File: src/hdl/csc_map.svh
// Purpose: offsets, field positions, reset values of the status/control bank
// Assumes: word-indexed register port, 16-bit data
// Notes: byte address of a register is twice its index
`ifndef CSC_MAP_SVH
`define CSC_MAP_SVH
// --------------------------------------------------------------------
// register indices
// --------------------------------------------------------------------
`define CSC_IDX_STATUS 4'h0
`define CSC_IDX_CORE 4'h1
`define CSC_IDX_SP 4'h2
// --------------------------------------------------------------------
// status word fields
// --------------------------------------------------------------------
`define CSC_ST_ACC_A_OVF 15
`define CSC_ST_ACC_B_OVF 14
`define CSC_ST_A_CLIP 13
`define CSC_ST_B_CLIP 12
`define CSC_ST_ANY_OVF 11
`define CSC_ST_ANY_CLIP 10
`define CSC_ST_DO_RUN 9
`define CSC_ST_HALF_CY 8
`define CSC_ST_PRIO_HI 7
`define CSC_ST_PRIO_LO 5
`define CSC_ST_RPT_RUN 4
`define CSC_ST_N 3
`define CSC_ST_WRAP 2
`define CSC_ST_Z 1
`define CSC_ST_C 0
// --------------------------------------------------------------------
// core control fields and reset values
// --------------------------------------------------------------------
`define CSC_CC_MUL_UNS 12
`define CSC_CC_EARLY_EXIT 11
`define CSC_CC_DEPTH_HI 10
`define CSC_CC_DEPTH_LO 8
`define CSC_CC_A_CLIP_EN 7
`define CSC_CC_B_CLIP_EN 6
`define CSC_CC_STORE_CLIP 5
`define CSC_CC_CLIP_WIDE 4
`define CSC_CC_PRIO_TOP 3
`define CSC_CC_PROG_WIN 2
`define CSC_CC_ROUND 1
`define CSC_CC_INT_MUL 0
`define CSC_STORE_CLIP_RST 1'h1
`define CSC_SP_RESET 16'h0800
`define CSC_SP_STEP 16'h0002
`define CSC_PRIO_BLOCK 3'h7
`endif

File: src/hdl/csc_pkg.sv
// Purpose: carrier types of the status/control bank
// Assumes: alu and dsp types driven by those units, mode type by the core
// Notes: constants live in csc_map.svh
package csc_pkg;
  // alu flag update, one-cycle valid
  typedef struct packed {
    logic upd;
    logic byte_op;
    logic neg;
    logic wrap;
    logic zero;
    logic z_sticky;
    logic carry;
    logic carry4;
    logic carry8;
  } csc_alu_t;
  // dsp engine flag update, one-cycle valid
  typedef struct packed {
    logic upd;
    logic ovf_a;
    logic ovf_b;
    logic clip_a;
    logic clip_b;
  } csc_dsp_t;
  // decoded core control modes
  typedef struct packed {
    logic mult_unsigned_sel;
    logic acc_a_clip_en;
    logic acc_b_clip_en;
    logic store_clip_en;
    logic clip_mode_wide;
    logic prog_window_en;
    logic round_biased_sel;
    logic integer_mult_sel;
  } csc_mode_t;
endpackage

File: src/hdl/csc_core.sv
// Purpose: cpu status word, core control word and stack underflow check
// Assumes: single clock, synchronous inputs, plain register port
// Notes: hardware flag updates beat software writes on the same bit
//
// Behaviour
// - stack pointer loads 0x0800 on reset; trap when it is below 0x0800
// - exception push word joins status low byte with pc upper byte
// - accumulator overflow flags and combined flag are read-only, dsp-owned
// - clip sticky flags set by dsp only; clearing combined clears both
// - combined overflow and combined sticky are ors of per-accumulator bits
// - loop_do_running shows a do loop is in progress, read-only
// - repeat_running shows a repeat loop is in progress, read-only
// - half carry from bit 4 for bytes, bit 8 for words
// - priority level is top bit joined above the three status bits
// - levels 0-7 or 8-15; value 111 blocks user interrupts
// - nesting_off makes the three priority bits read-only to software
// - negative flag follows sign of an affecting result
// - signed wrap flag set on two's complement overflow, else cleared
// - zero flag cleared on non-zero result; carry from result msb
// - mult_unsigned_sel picks unsigned or signed dsp multiplies
// - writing one to loop_early_exit ends the do loop; reads zero
// - loop_nest_depth reports active do loops, read-only
// - per-accumulator clip enables for accumulators a and b
// - store_clip_en enables clipped dsp stores, resets to one
// - clip_mode_wide picks 9.31 or 1.31 saturation
// - top priority bit set by hardware above 7; software reads or clears
// - prog_window_en maps program space into data space
// - round_biased_sel picks biased or convergent rounding
// - integer_mult_sel picks integer or fractional multiplies
//
// The register addresses and the plain strobed port were decided locally.
`timescale 1ns/10ps
`include "csc_map.svh"

module csc_core #(
  parameter int DW = 16,
  parameter int AW = 4
) (
  input wire logic ref_clk,
  input wire logic rst,
  input wire logic [AW-1:0] reg_addr,
  input wire logic [DW-1:0] reg_wdata,
  input wire logic reg_wr,
  input wire logic reg_rd,
  output logic [DW-1:0] reg_rdata,
  input wire csc_pkg::csc_alu_t alu_in,
  input wire csc_pkg::csc_dsp_t dsp_in,
  input wire logic [2:0] loop_nest_depth,
  input wire logic repeat_running,
  input wire logic nesting_off,
  input wire logic ipl_load,
  input wire logic [3:0] ipl_value,
  input wire logic sp_load,
  input wire logic [15:0] sp_value,
  input wire logic exc_push,
  input wire logic [7:0] pc_upper,
  output logic [15:0] push_word,
  output logic [15:0] push_addr,
  output logic push_valid,
  output logic [15:0] stack_ptr,
  output logic stack_err_trap,
  output logic loop_early_exit,
  output logic [3:0] cpu_priority,
  output logic user_int_blocked,
  output csc_pkg::csc_mode_t core_mode
);

  // ------------------------------------------------------------------
  // decode
  // ------------------------------------------------------------------
  logic wr_st, wr_cc, wr_sp;
  assign wr_st = reg_wr && (reg_addr == `CSC_IDX_STATUS);
  assign wr_cc = reg_wr && (reg_addr == `CSC_IDX_CORE);
  assign wr_sp = reg_wr && (reg_addr == `CSC_IDX_SP);

  logic acc_a_ovf, acc_b_ovf, acc_a_clip_sticky, acc_b_clip_sticky;
  logic either_acc_ovf, either_acc_clip_sticky, loop_do_running;
  logic half_carry_flag, negative_flag, signed_wrap_flag;
  logic zero_flag, carry_flag, cpu_priority_top_bit;
  logic [2:0] cpu_priority_low3;
  logic [15:0] status_word, core_control;

  // ------------------------------------------------------------------
  // dsp-owned flags
  // ------------------------------------------------------------------
  always_ff @(posedge ref_clk) begin
    if (rst) begin
      acc_a_ovf <= 1'h0;
      acc_b_ovf <= 1'h0;
    end else if (dsp_in.upd) begin
      acc_a_ovf <= dsp_in.ovf_a;
      acc_b_ovf <= dsp_in.ovf_b;
    end
  end

  // set beats clear so a clip in the clearing cycle is not lost
  logic clr_sa, clr_sb, set_sa, set_sb;
  assign clr_sa = wr_st && (!reg_wdata[`CSC_ST_A_CLIP] ||
                            !reg_wdata[`CSC_ST_ANY_CLIP]);
  assign clr_sb = wr_st && (!reg_wdata[`CSC_ST_B_CLIP] ||
                            !reg_wdata[`CSC_ST_ANY_CLIP]);
  assign set_sa = dsp_in.upd && dsp_in.clip_a;
  assign set_sb = dsp_in.upd && dsp_in.clip_b;

  always_ff @(posedge ref_clk) begin
    if (rst) begin
      acc_a_clip_sticky <= 1'h0;
      acc_b_clip_sticky <= 1'h0;
    end else begin
      if (set_sa) begin
        acc_a_clip_sticky <= 1'h1;
      end else if (clr_sa) begin
        acc_a_clip_sticky <= 1'h0;
      end
      if (set_sb) begin
        acc_b_clip_sticky <= 1'h1;
      end else if (clr_sb) begin
        acc_b_clip_sticky <= 1'h0;
      end
    end
  end

  assign either_acc_ovf = acc_a_ovf | acc_b_ovf;
  assign either_acc_clip_sticky = acc_a_clip_sticky | acc_b_clip_sticky;
  assign loop_do_running = (loop_nest_depth != 3'h0);

  // ------------------------------------------------------------------
  // alu flags
  // ------------------------------------------------------------------
  always_ff @(posedge ref_clk) begin
    if (rst) begin
      half_carry_flag <= 1'h0;
      negative_flag <= 1'h0;
      signed_wrap_flag <= 1'h0;
      zero_flag <= 1'h0;
      carry_flag <= 1'h0;
    end else if (alu_in.upd) begin
      half_carry_flag <= alu_in.byte_op ? alu_in.carry4 :
                         alu_in.carry8;
      negative_flag <= alu_in.neg;
      signed_wrap_flag <= alu_in.wrap;
      carry_flag <= alu_in.carry;
      // sticky mode only clears, for multi-word compare chains
      if (!alu_in.zero) begin
        zero_flag <= 1'h0;
      end else if (!alu_in.z_sticky) begin
        zero_flag <= 1'h1;
      end
    end else if (wr_st) begin
      half_carry_flag <= reg_wdata[`CSC_ST_HALF_CY];
      negative_flag <= reg_wdata[`CSC_ST_N];
      signed_wrap_flag <= reg_wdata[`CSC_ST_WRAP];
      zero_flag <= reg_wdata[`CSC_ST_Z];
      carry_flag <= reg_wdata[`CSC_ST_C];
    end
  end

  // ------------------------------------------------------------------
  // priority level
  // ------------------------------------------------------------------
  always_ff @(posedge ref_clk) begin
    if (rst) begin
      cpu_priority_low3 <= 3'h0;
    end else if (ipl_load) begin
      cpu_priority_low3 <= ipl_value[2:0];
    end else if (wr_st && !nesting_off) begin
      cpu_priority_low3 <=
        reg_wdata[`CSC_ST_PRIO_HI:`CSC_ST_PRIO_LO];
    end
  end

  always_ff @(posedge ref_clk) begin
    if (rst) begin
      cpu_priority_top_bit <= 1'h0;
    end else if (ipl_load) begin
      cpu_priority_top_bit <= ipl_value[3];
    end else if (wr_cc && !reg_wdata[`CSC_CC_PRIO_TOP]) begin
      cpu_priority_top_bit <= 1'h0;
    end
  end

  assign cpu_priority = {cpu_priority_top_bit, cpu_priority_low3};
  assign user_int_blocked = cpu_priority_top_bit ||
                            (cpu_priority_low3 == `CSC_PRIO_BLOCK);

  // ------------------------------------------------------------------
  // core control modes
  // ------------------------------------------------------------------
  always_ff @(posedge ref_clk) begin
    if (rst) begin
      core_mode <= '0;
      core_mode.store_clip_en <= `CSC_STORE_CLIP_RST;
    end else if (wr_cc) begin
      core_mode.mult_unsigned_sel <= reg_wdata[`CSC_CC_MUL_UNS];
      core_mode.acc_a_clip_en <= reg_wdata[`CSC_CC_A_CLIP_EN];
      core_mode.acc_b_clip_en <= reg_wdata[`CSC_CC_B_CLIP_EN];
      core_mode.store_clip_en <= reg_wdata[`CSC_CC_STORE_CLIP];
      core_mode.clip_mode_wide <= reg_wdata[`CSC_CC_CLIP_WIDE];
      core_mode.prog_window_en <= reg_wdata[`CSC_CC_PROG_WIN];
      core_mode.round_biased_sel <= reg_wdata[`CSC_CC_ROUND];
      core_mode.integer_mult_sel <= reg_wdata[`CSC_CC_INT_MUL];
    end
  end

  // one-cycle request to the loop hardware; the bit itself is not stored
  always_ff @(posedge ref_clk) begin
    if (rst) begin
      loop_early_exit <= 1'h0;
    end else begin
      loop_early_exit <= wr_cc && reg_wdata[`CSC_CC_EARLY_EXIT];
    end
  end

  // ------------------------------------------------------------------
  // stack pointer and exception push
  // ------------------------------------------------------------------
  // bit 0 forced low so the stack stays word aligned
  always_ff @(posedge ref_clk) begin
    if (rst) begin
      stack_ptr <= `CSC_SP_RESET;
    end else if (exc_push) begin
      stack_ptr <= stack_ptr + `CSC_SP_STEP;
    end else if (sp_load) begin
      stack_ptr <= {sp_value[15:1], 1'h0};
    end else if (wr_sp) begin
      stack_ptr <= {reg_wdata[15:1], 1'h0};
    end
  end

  assign stack_err_trap = (stack_ptr < `CSC_SP_RESET);

  always_ff @(posedge ref_clk) begin
    if (rst) begin
      push_word <= 16'h0000;
      push_addr <= 16'h0000;
      push_valid <= 1'h0;
    end else begin
      push_valid <= exc_push;
      if (exc_push) begin
        push_word <= {pc_upper, status_word[7:0]};
        push_addr <= stack_ptr;
      end
    end
  end

  // ------------------------------------------------------------------
  // read path
  // ------------------------------------------------------------------
  assign status_word = {acc_a_ovf, acc_b_ovf, acc_a_clip_sticky,
                        acc_b_clip_sticky, either_acc_ovf,
                        either_acc_clip_sticky, loop_do_running,
                        half_carry_flag, cpu_priority_low3,
                        repeat_running, negative_flag, signed_wrap_flag,
                        zero_flag, carry_flag};
  // loop_early_exit position reads zero
  assign core_control = {3'h0, core_mode.mult_unsigned_sel, 1'h0,
                         loop_nest_depth, core_mode.acc_a_clip_en,
                         core_mode.acc_b_clip_en, core_mode.store_clip_en,
                         core_mode.clip_mode_wide, cpu_priority_top_bit,
                         core_mode.prog_window_en,
                         core_mode.round_biased_sel,
                         core_mode.integer_mult_sel};

  always_ff @(posedge ref_clk) begin
    if (rst) begin
      reg_rdata <= 16'h0000;
    end else if (reg_rd) begin
      unique case (reg_addr)
        `CSC_IDX_STATUS: reg_rdata <= status_word;
        `CSC_IDX_CORE: reg_rdata <= core_control;
        `CSC_IDX_SP: reg_rdata <= stack_ptr;
        default: reg_rdata <= 16'h0000;
      endcase
    end else begin
      reg_rdata <= 16'h0000;
    end
  end
endmodule

File: config.mk
export PLATFORM = sky130hd
export DESIGN_NAME = csc_core
export DESIGN_NICKNAME = d
export VERILOG_FILES = /design/src/hdl/csc_pkg.sv /design/src/hdl/csc_core.sv
export VERILOG_INCLUDE_DIRS = /design/src /design/src/hdl
export SDC_FILE = /design/constraint.sdc
export NUM_CORES = 1
export LEC_CHECK = 0
export ABC_AREA = 0
export CORE_MARGIN = 2
export CORE_UTILIZATION = 60
export DETAILED_ROUTE_END_ITERATION = 10
export DONT_BUFFER_PORTS = 1
export PLACE_DENSITY = 0.76
export SLEW_MARGIN = 10
export SYNTH_ARGS = -nofsm -noshare
export SYNTH_HDL_FRONTEND = slang
export SYNTH_SLANG_ARGS = --single-unit
File: constraint.sdc
create_clock -name ref_clk -period 2.7 [get_ports ref_clk]
set_clock_uncertainty 0.05 [all_clocks]
set_input_delay 0.81 -clock ref_clk [delete_from_list [all_inputs] [get_ports ref_clk]]
set_output_delay 0.81 -clock ref_clk [all_outputs]
set_load 0.02 [all_outputs]
==> results of run 1 <==
==> cell usage after synthesis (all sizes together) (6+ instances only) <==
cell type	instances
dfxtp	85
nor2	58
mux2i	42
nand2	34
a21oi	33
clkbuf	17
nand3	15
o21ai	14
a22oi	13
buf	13
inv	11
nor3	8
nand2b	7
a211oi	6
==> registers in the layout, indices dropped and copies added (netlist names) <==
signal and flops:
reg_rdata 16, half_carry_flag 1, loop_early_exit 1, acc_b_clip_sticky 1, stack_ptr 15, acc_b_ovf 1
carry_flag 1, push_word 16, push_addr 15, negative_flag 1, acc_a_ovf 1, signed_wrap_flag 1
acc_a_clip_sticky 1, zero_flag 1, cpu_priority_low3 3, cpu_priority_top_bit 1, core_mode 8, push_valid 1
==> worst min-delay path by stage <==
| stage | endpoint | slack (ps) | depth (start not counted) | from |
|---|---|---|---|---|
| floorplan | reg_rdata[8] | 380 | 2 | half_carry_flag |
| global placement | reg_rdata[8] | 390 | 2 | half_carry_flag |
| detailed placement | reg_rdata[12] | 410 | 2 | acc_b_clip_sticky |
| CTS | reg_rdata[12] | 420 | 2 | acc_b_clip_sticky |
| global route | push_word[2] | 440 | 1 | rst |
| finish | reg_rdata[12] | 420 | 2 | acc_b_clip_sticky |
==> cell type report <==
type | count | area (um^2) | share of cell area, %
clock buffers | 9 | 123.9 | 3.061
clock inverters | 7 | 57.56 | 1.422
inverters | 11 | 41.29 | 1.020
multi-input cells | 306 | 1916 | 47.34
flip-flops and latches | 85 | 1702 | 42.05
well taps | 75 | 93.84 | 2.319
repair buffers | 15 | 112.6 | 2.783
==> per-stage QoR <==
step | std cells | setup WS, ps
floorplan | 432 | 330.1
global placement | 492 | 328.9
detailed placement | 492 | 292.0
CTS | 508 | 168.1
global route | 508 | 130.9
finish | 508 | 177.1
==> layout by cell type, fill, tap and decap left out, types with 6 or more instances in the layout <==
master	netlist	final
o21ai_0	14	14
a22oi_1	13	13
nand2b_1	7	7
nor2_1	58	58
buf_4	3	15
inv_1	11	11
nor3_1	8	7
nand3_1	15	15
dfxtp_1	85	85
a21oi_1	33	33
mux2i_1	42	42
nand2_1	34	34
a211oi_1	6	6
clkbuf_8	0	9
==> critical path: stages, from the launching register on <==
cell and delay, ps:
dfxtp_1 460, or4_1 520, nor2_1 320
==> where the power goes <==
group	leakage [nW]	switching (mW)	total [mW]	internal, mW
registers	0.695	0.0875	1.39	1.31
clock network	0.0824	0.478	0.820	0.343
logic	0.776	0.120	0.223	0.103
==> routing by layer <==
layer	routed length [um]	track usage (%)
met5	0	0
met4	274	12.97
met2	4832	47.14
met3	1128	10.44
met1	3931	35.54
==> cells by family after synthesis <==
| logic type | synth area share [%] |
|---|---|
| adders and majority gates | 0.3314 |
| muxes | 11.73 |
| and+or+nand+nor | 20.19 |
| buffers and inverters | 4.740 |
| other | 0.09934 |
| DFF | 45.08 |
| xor gates and xnor gates | 1.624 |
| AOI/OAI and AO/OA | 16.21 |
==> run_results.csv, run 1 <==
group,metric,value,unit
yosys,yosysSeqAreaShare,45.08,%
clock_tree,clk_pin_slew,90,ps
flow_run,cap_violations,0,
final_layout,final_cell_area,4046,um^2
worst_setup_path,r2r_start,"stack_ptr[4]",
timing,rsz0062_at_grt,"false",
status,outcome,"finished, final reports clean",
yosys,synth_area_per_cell,8.758,um^2
clock_tree,clk_latency,360,ps
global_routing,track_usage,29.41,%
timing,worst_slew_pin_slew,659.1,ps
final_layout,drive_gt1_share,9.700,%
clock_tree,cts_sinks,85,
yosys,synth-seq-cells,85,
global_routing,antenna_found_initial,0,
route,vias,3281,
worst_setup_path,timing.rr.end,"stack_ptr[15]",
timing,slew_headroom,55.69,%
route,drtIter0Drc,261,
power,power.leakage,1.553,nW
timing,finalCriticalPeriod,2523,ps
floorplan,die_area,6942,um^2
yosys,synthCells,431,
placed_design,dpl_cell_area,3865,um^2
clock_tree,clockBufferDepth,2,
clock_tree,root_buffer,"clkbuf_8",
clock_tree,post_cts_resized,0,
floorplan,die_width,83.32,um
placed_design,hpwl,7258,um
global_routing,grt_pass1_vias,3149,
yosys,synth_flop_cell,"dfxtp_1",
route,routedWlPerCell,20.01,um
yosys,synth.distinct_cells,47,
global_routing,gr-total-overflow,0,
worst_setup_path,r2r_cells,4,
route,via_per_inst,6.459,
yosys,synth_edf_count,0,
floorplan,num_rows,28,
power,finalPower,2.437,mW
yosys,ys_top_cells_by_area,"dfxtp_1, mux2i_1, nor2_1",
worst_setup_path,criticalPathCategory,"reg2out",
yosys,synth_warnings,0,
route,ant_nets,0,
timing,tns,0,ps
clock_tree,numCtsBuffers,9,
worst_setup_path,cp-start-kind,"flip-flop",
final_layout,syn_to_final_growth,7.193,%
worst_setup_path,reg2reg_setup_slack,820,ps
floorplan,ios,154,
worst_setup_path,crit_path_end_kind,"primary output",
clock_tree,cts_tree,"done",
placed_design,place.gp.congestion,0.8686,
worst_setup_path,cp.arrival,1660,ps
timing,min_period_over_period,93.44,%
yosys,async_flop_share,0,%
clock_tree,cts_max_level,3,
worst_setup_path,startpoint,"stack_ptr[14]",
timing,max_freq,396.4,MHz
global_routing,grt_pass1_wl,16290,um
floorplan,core_area,5991,um^2
global_routing,grt_max_degree,67,
final_layout,fill_cells,487,
final_layout,final_util,67.54,%
yosys,synth.top_cell.area_share,45.08,%
yosys,syn-cell-area,3775,um^2
timing,maxSlewViolCount,0,
worst_hold_path,worstHoldPathType,"reg2reg",
placed_design,io_buffers,0,
route,routed_wl,10170,um
timing,whs,421.7,ps
clock_tree,post-cts-setup-buffer-count,0,
power,power_density,602.3,nW/um^2
final_layout,final_nets,503,
power,ir_worst_vdd,438.2,uV
clock_tree,hold_buffers,0,
yosys,yosysTopAreaCell,"dfxtp_1",
final_layout,antennaDiodeCount,0,
worst_setup_path,path_max_fanout,7,
timing,hold_viol,0,
timing,setup_viol,0,
route,drc,0,
floorplan,start_util,63.01,%
route,firstDrtPassIters,5,
worst_setup_path,cp.required,1840,ps
worst_setup_path,cp-endpoint,"stack_err_trap",
floorplan,die_y,83.32,um
(Power assumes the default switching activity.)
==> inputs of run 2 (changes only) <==
Settings changed: CORE_ASPECT_RATIO set to 1.2.
==> run 2 against run 1 <==
Fmax increased by 6.4%. Clock-buffer cell count increased by 1. Wire length decreased by 0.86%. Combinational power decreased by 2%. Final area about the same. Die area about the same. Largest cell class unchanged. Highest routed layer unchanged.
==> run_results.csv, run 2 (synthesized netlist as in run 1, its figures left out) <==
group,metric,value,unit
floorplan,die_width,76.41,um
floorplan,die_area,6944,um^2
timing,slew_headroom,56.63,%
clock_tree,clockBufferDepth,2,
worst_hold_path,worstHoldPathType,"reg2reg",
route,drtIter0Drc,255,
final_layout,fill_cells,551,
worst_setup_path,criticalPathCategory,"reg2out",
worst_setup_path,slowest_delay,520,ps
power,power.leakage,1.554,nW
route,drc,0,
power,p_sw,0.6820,mW
global_routing,track_usage,29.42,%
clock_tree,cts_max_level,3,
worst_setup_path,r2r_cells,4,
final_layout,antennaDiodeCount,0,
global_routing,gr-total-overflow,0,
placed_design,place.gp.congestion,0.8656,
placed_design,hpwl,7160,um
timing,worst_slew_pin_slew,645.0,ps
power,netSwitchingFraction,27.76,%
worst_setup_path,path_max_fanout,2,
timing,hold_viol,0,
worst_hold_path,whs_endpoint,"reg_rdata[12]",
route,firstDrtPassIters,7,
clock_tree,root_buffer,"clkbuf_8",
final_layout,top_regs,"push_word: 16 flops, reg_rdata: 16 flops",
clock_tree,hold_buffers,0,
power,combPwrFrac,8.9,%
worst_setup_path,cp.arrival,1510,ps
global_routing,grt_max_degree,67,
timing,max_freq,421.5,MHz
clock_tree,cts_sinks,85,
worst_setup_path,cp.required,1840,ps
worst_setup_path,cp-start-kind,"flip-flop",
worst_setup_path,startpoint,"stack_ptr[12]",
power,finalPower,2.457,mW
worst_setup_path,timing.rr.end,"stack_ptr[13]",
final_layout,final_util,66.94,%
timing,rsz0062_at_grt,"false",
worst_setup_path,cp_top_family,"simple AND/OR/NAND/NOR gates",
floorplan,start_util,62.39,%
final_layout,final_common_cell,"dfxtp_1",
final_layout,final_cell_mix,"dfxtp_1, nor2_1, mux2i_1",
clock_tree,numCtsBuffers,9,
power,clkPwrFrac,34.2,%
clock_tree,clk_pin_slew,90,ps
timing,tns,0,ps
worst_hold_path,worstHoldPathCells,2,
timing,finalCriticalPeriod,2372,ps
placed_design,io_buffers,0,
timing,whs,416.5,ps
worst_setup_path,reg2reg_setup_slack,720,ps
route,routedWlPerCell,19.61,um
timing,min_period_over_period,87.86,%
clock_tree,post_cts_resized,0,
worst_setup_path,crit_path_end_kind,"primary output",
floorplan,ios,154,
power,intPower,1.775,mW
worst_setup_path,cp.buffers_inverters,0,
final_layout,drive_gt1_share,9.491,%
floorplan,core_area,6051,um^2
final_layout,final_nets,502,
floorplan,die_y,90.89,um
floorplan,num_rows,31,
route,via_per_inst,6.307,
global_routing,grt_pass1_vias,3108,
global_routing,grt_pass1_wl,16100,um
global_routing,antenna_found_initial,0,
clock_tree,clk_latency,360,ps
worst_setup_path,cpMaxStageDelayCell,"or4_1",
timing,setup_viol,0,
power,ir_worst_vdd,353.0,uV
worst_hold_path,min_from,"acc_b_clip_sticky",
clock_tree,cts_tree,"done",
worst_setup_path,cp_cell_sequence,"or4_1, nor2_1",
status,outcome,"finished, final reports clean",
worst_setup_path,r2r_start,"stack_ptr[3]",
route,vias,3242,
clock_tree,post-cts-setup-buffer-count,0,
timing,maxSlewViolCount,0,
flow_run,cap_violations,0,
route,routed_wl,10080,um
route,ant_nets,0,
final_layout,syn_to_final_growth,7.292,%
power,seqPwrFrac,56.9,%
power,power_density,606.5,nW/um^2
## run 2: worst max-delay path by stage
stage                                      end  cells after the start
after floorplan           cpu_priority_low3[2]                      5
after global placement    cpu_priority_low3[1]                      4
after detailed placement  cpu_priority_low3[1]                      4
after CTS                       stack_err_trap                      2
after global routing            stack_err_trap                      2
final                           stack_err_trap                      2
## run 2: layout make-up
class | instances | area (um^2) | area share (%)
clock inverters | 6 | 46.29 | 1.143
repair buffers | 14 | 105.1 | 2.595
flip-flops and latches | 85 | 1702 | 42.01
multi-input cells | 306 | 1916 | 47.30
inverters | 11 | 41.29 | 1.019
well taps | 82 | 102.6 | 2.533
clock buffers | 10 | 137.6 | 3.398
## run 2: power by group through the flow
stage,logic [mW],clock network (mW),registers [mW]
2_1_floorplan,0.185,0,1.43
4_1_cts,0.219,0.861,1.40
3_5_place_dp,0.218,0,1.43
5_1_grt,0.242,0.907,1.41
3_3_place_gp,0.211,0,1.43
6_report,0.219,0.840,1.40
## run 2: worst register-to-register path, cell delays in order (launching register included)
cell and delay, ps:
dfxtp_1 650, nand3_1 380, nor4_1 480, nor3_1 100, a211oi_1 230
## run 2: per-stage QoR
step | worst slack, ps | cells | instance area [um^2]
4_1_cts | 305.2 | 514 | 4050
6_report | 327.8 | 514 | 4050
3_3_place_gp | 328.0 | 498 | 3866
3_5_place_dp | 301.4 | 498 | 3866
2_1_floorplan | 330.1 | 432 | 3779
5_1_grt | 270.8 | 514 | 4050
## run 2: per-layer routing
metal	global-route usage (%)	up-vias	share of wire (%)
met2	46.83	171	48
met3	9.700	16	9.0
li1	-	1529	-
met4	11.21	0	2.2
met1	37.02	1526	41
met5	0	-	0
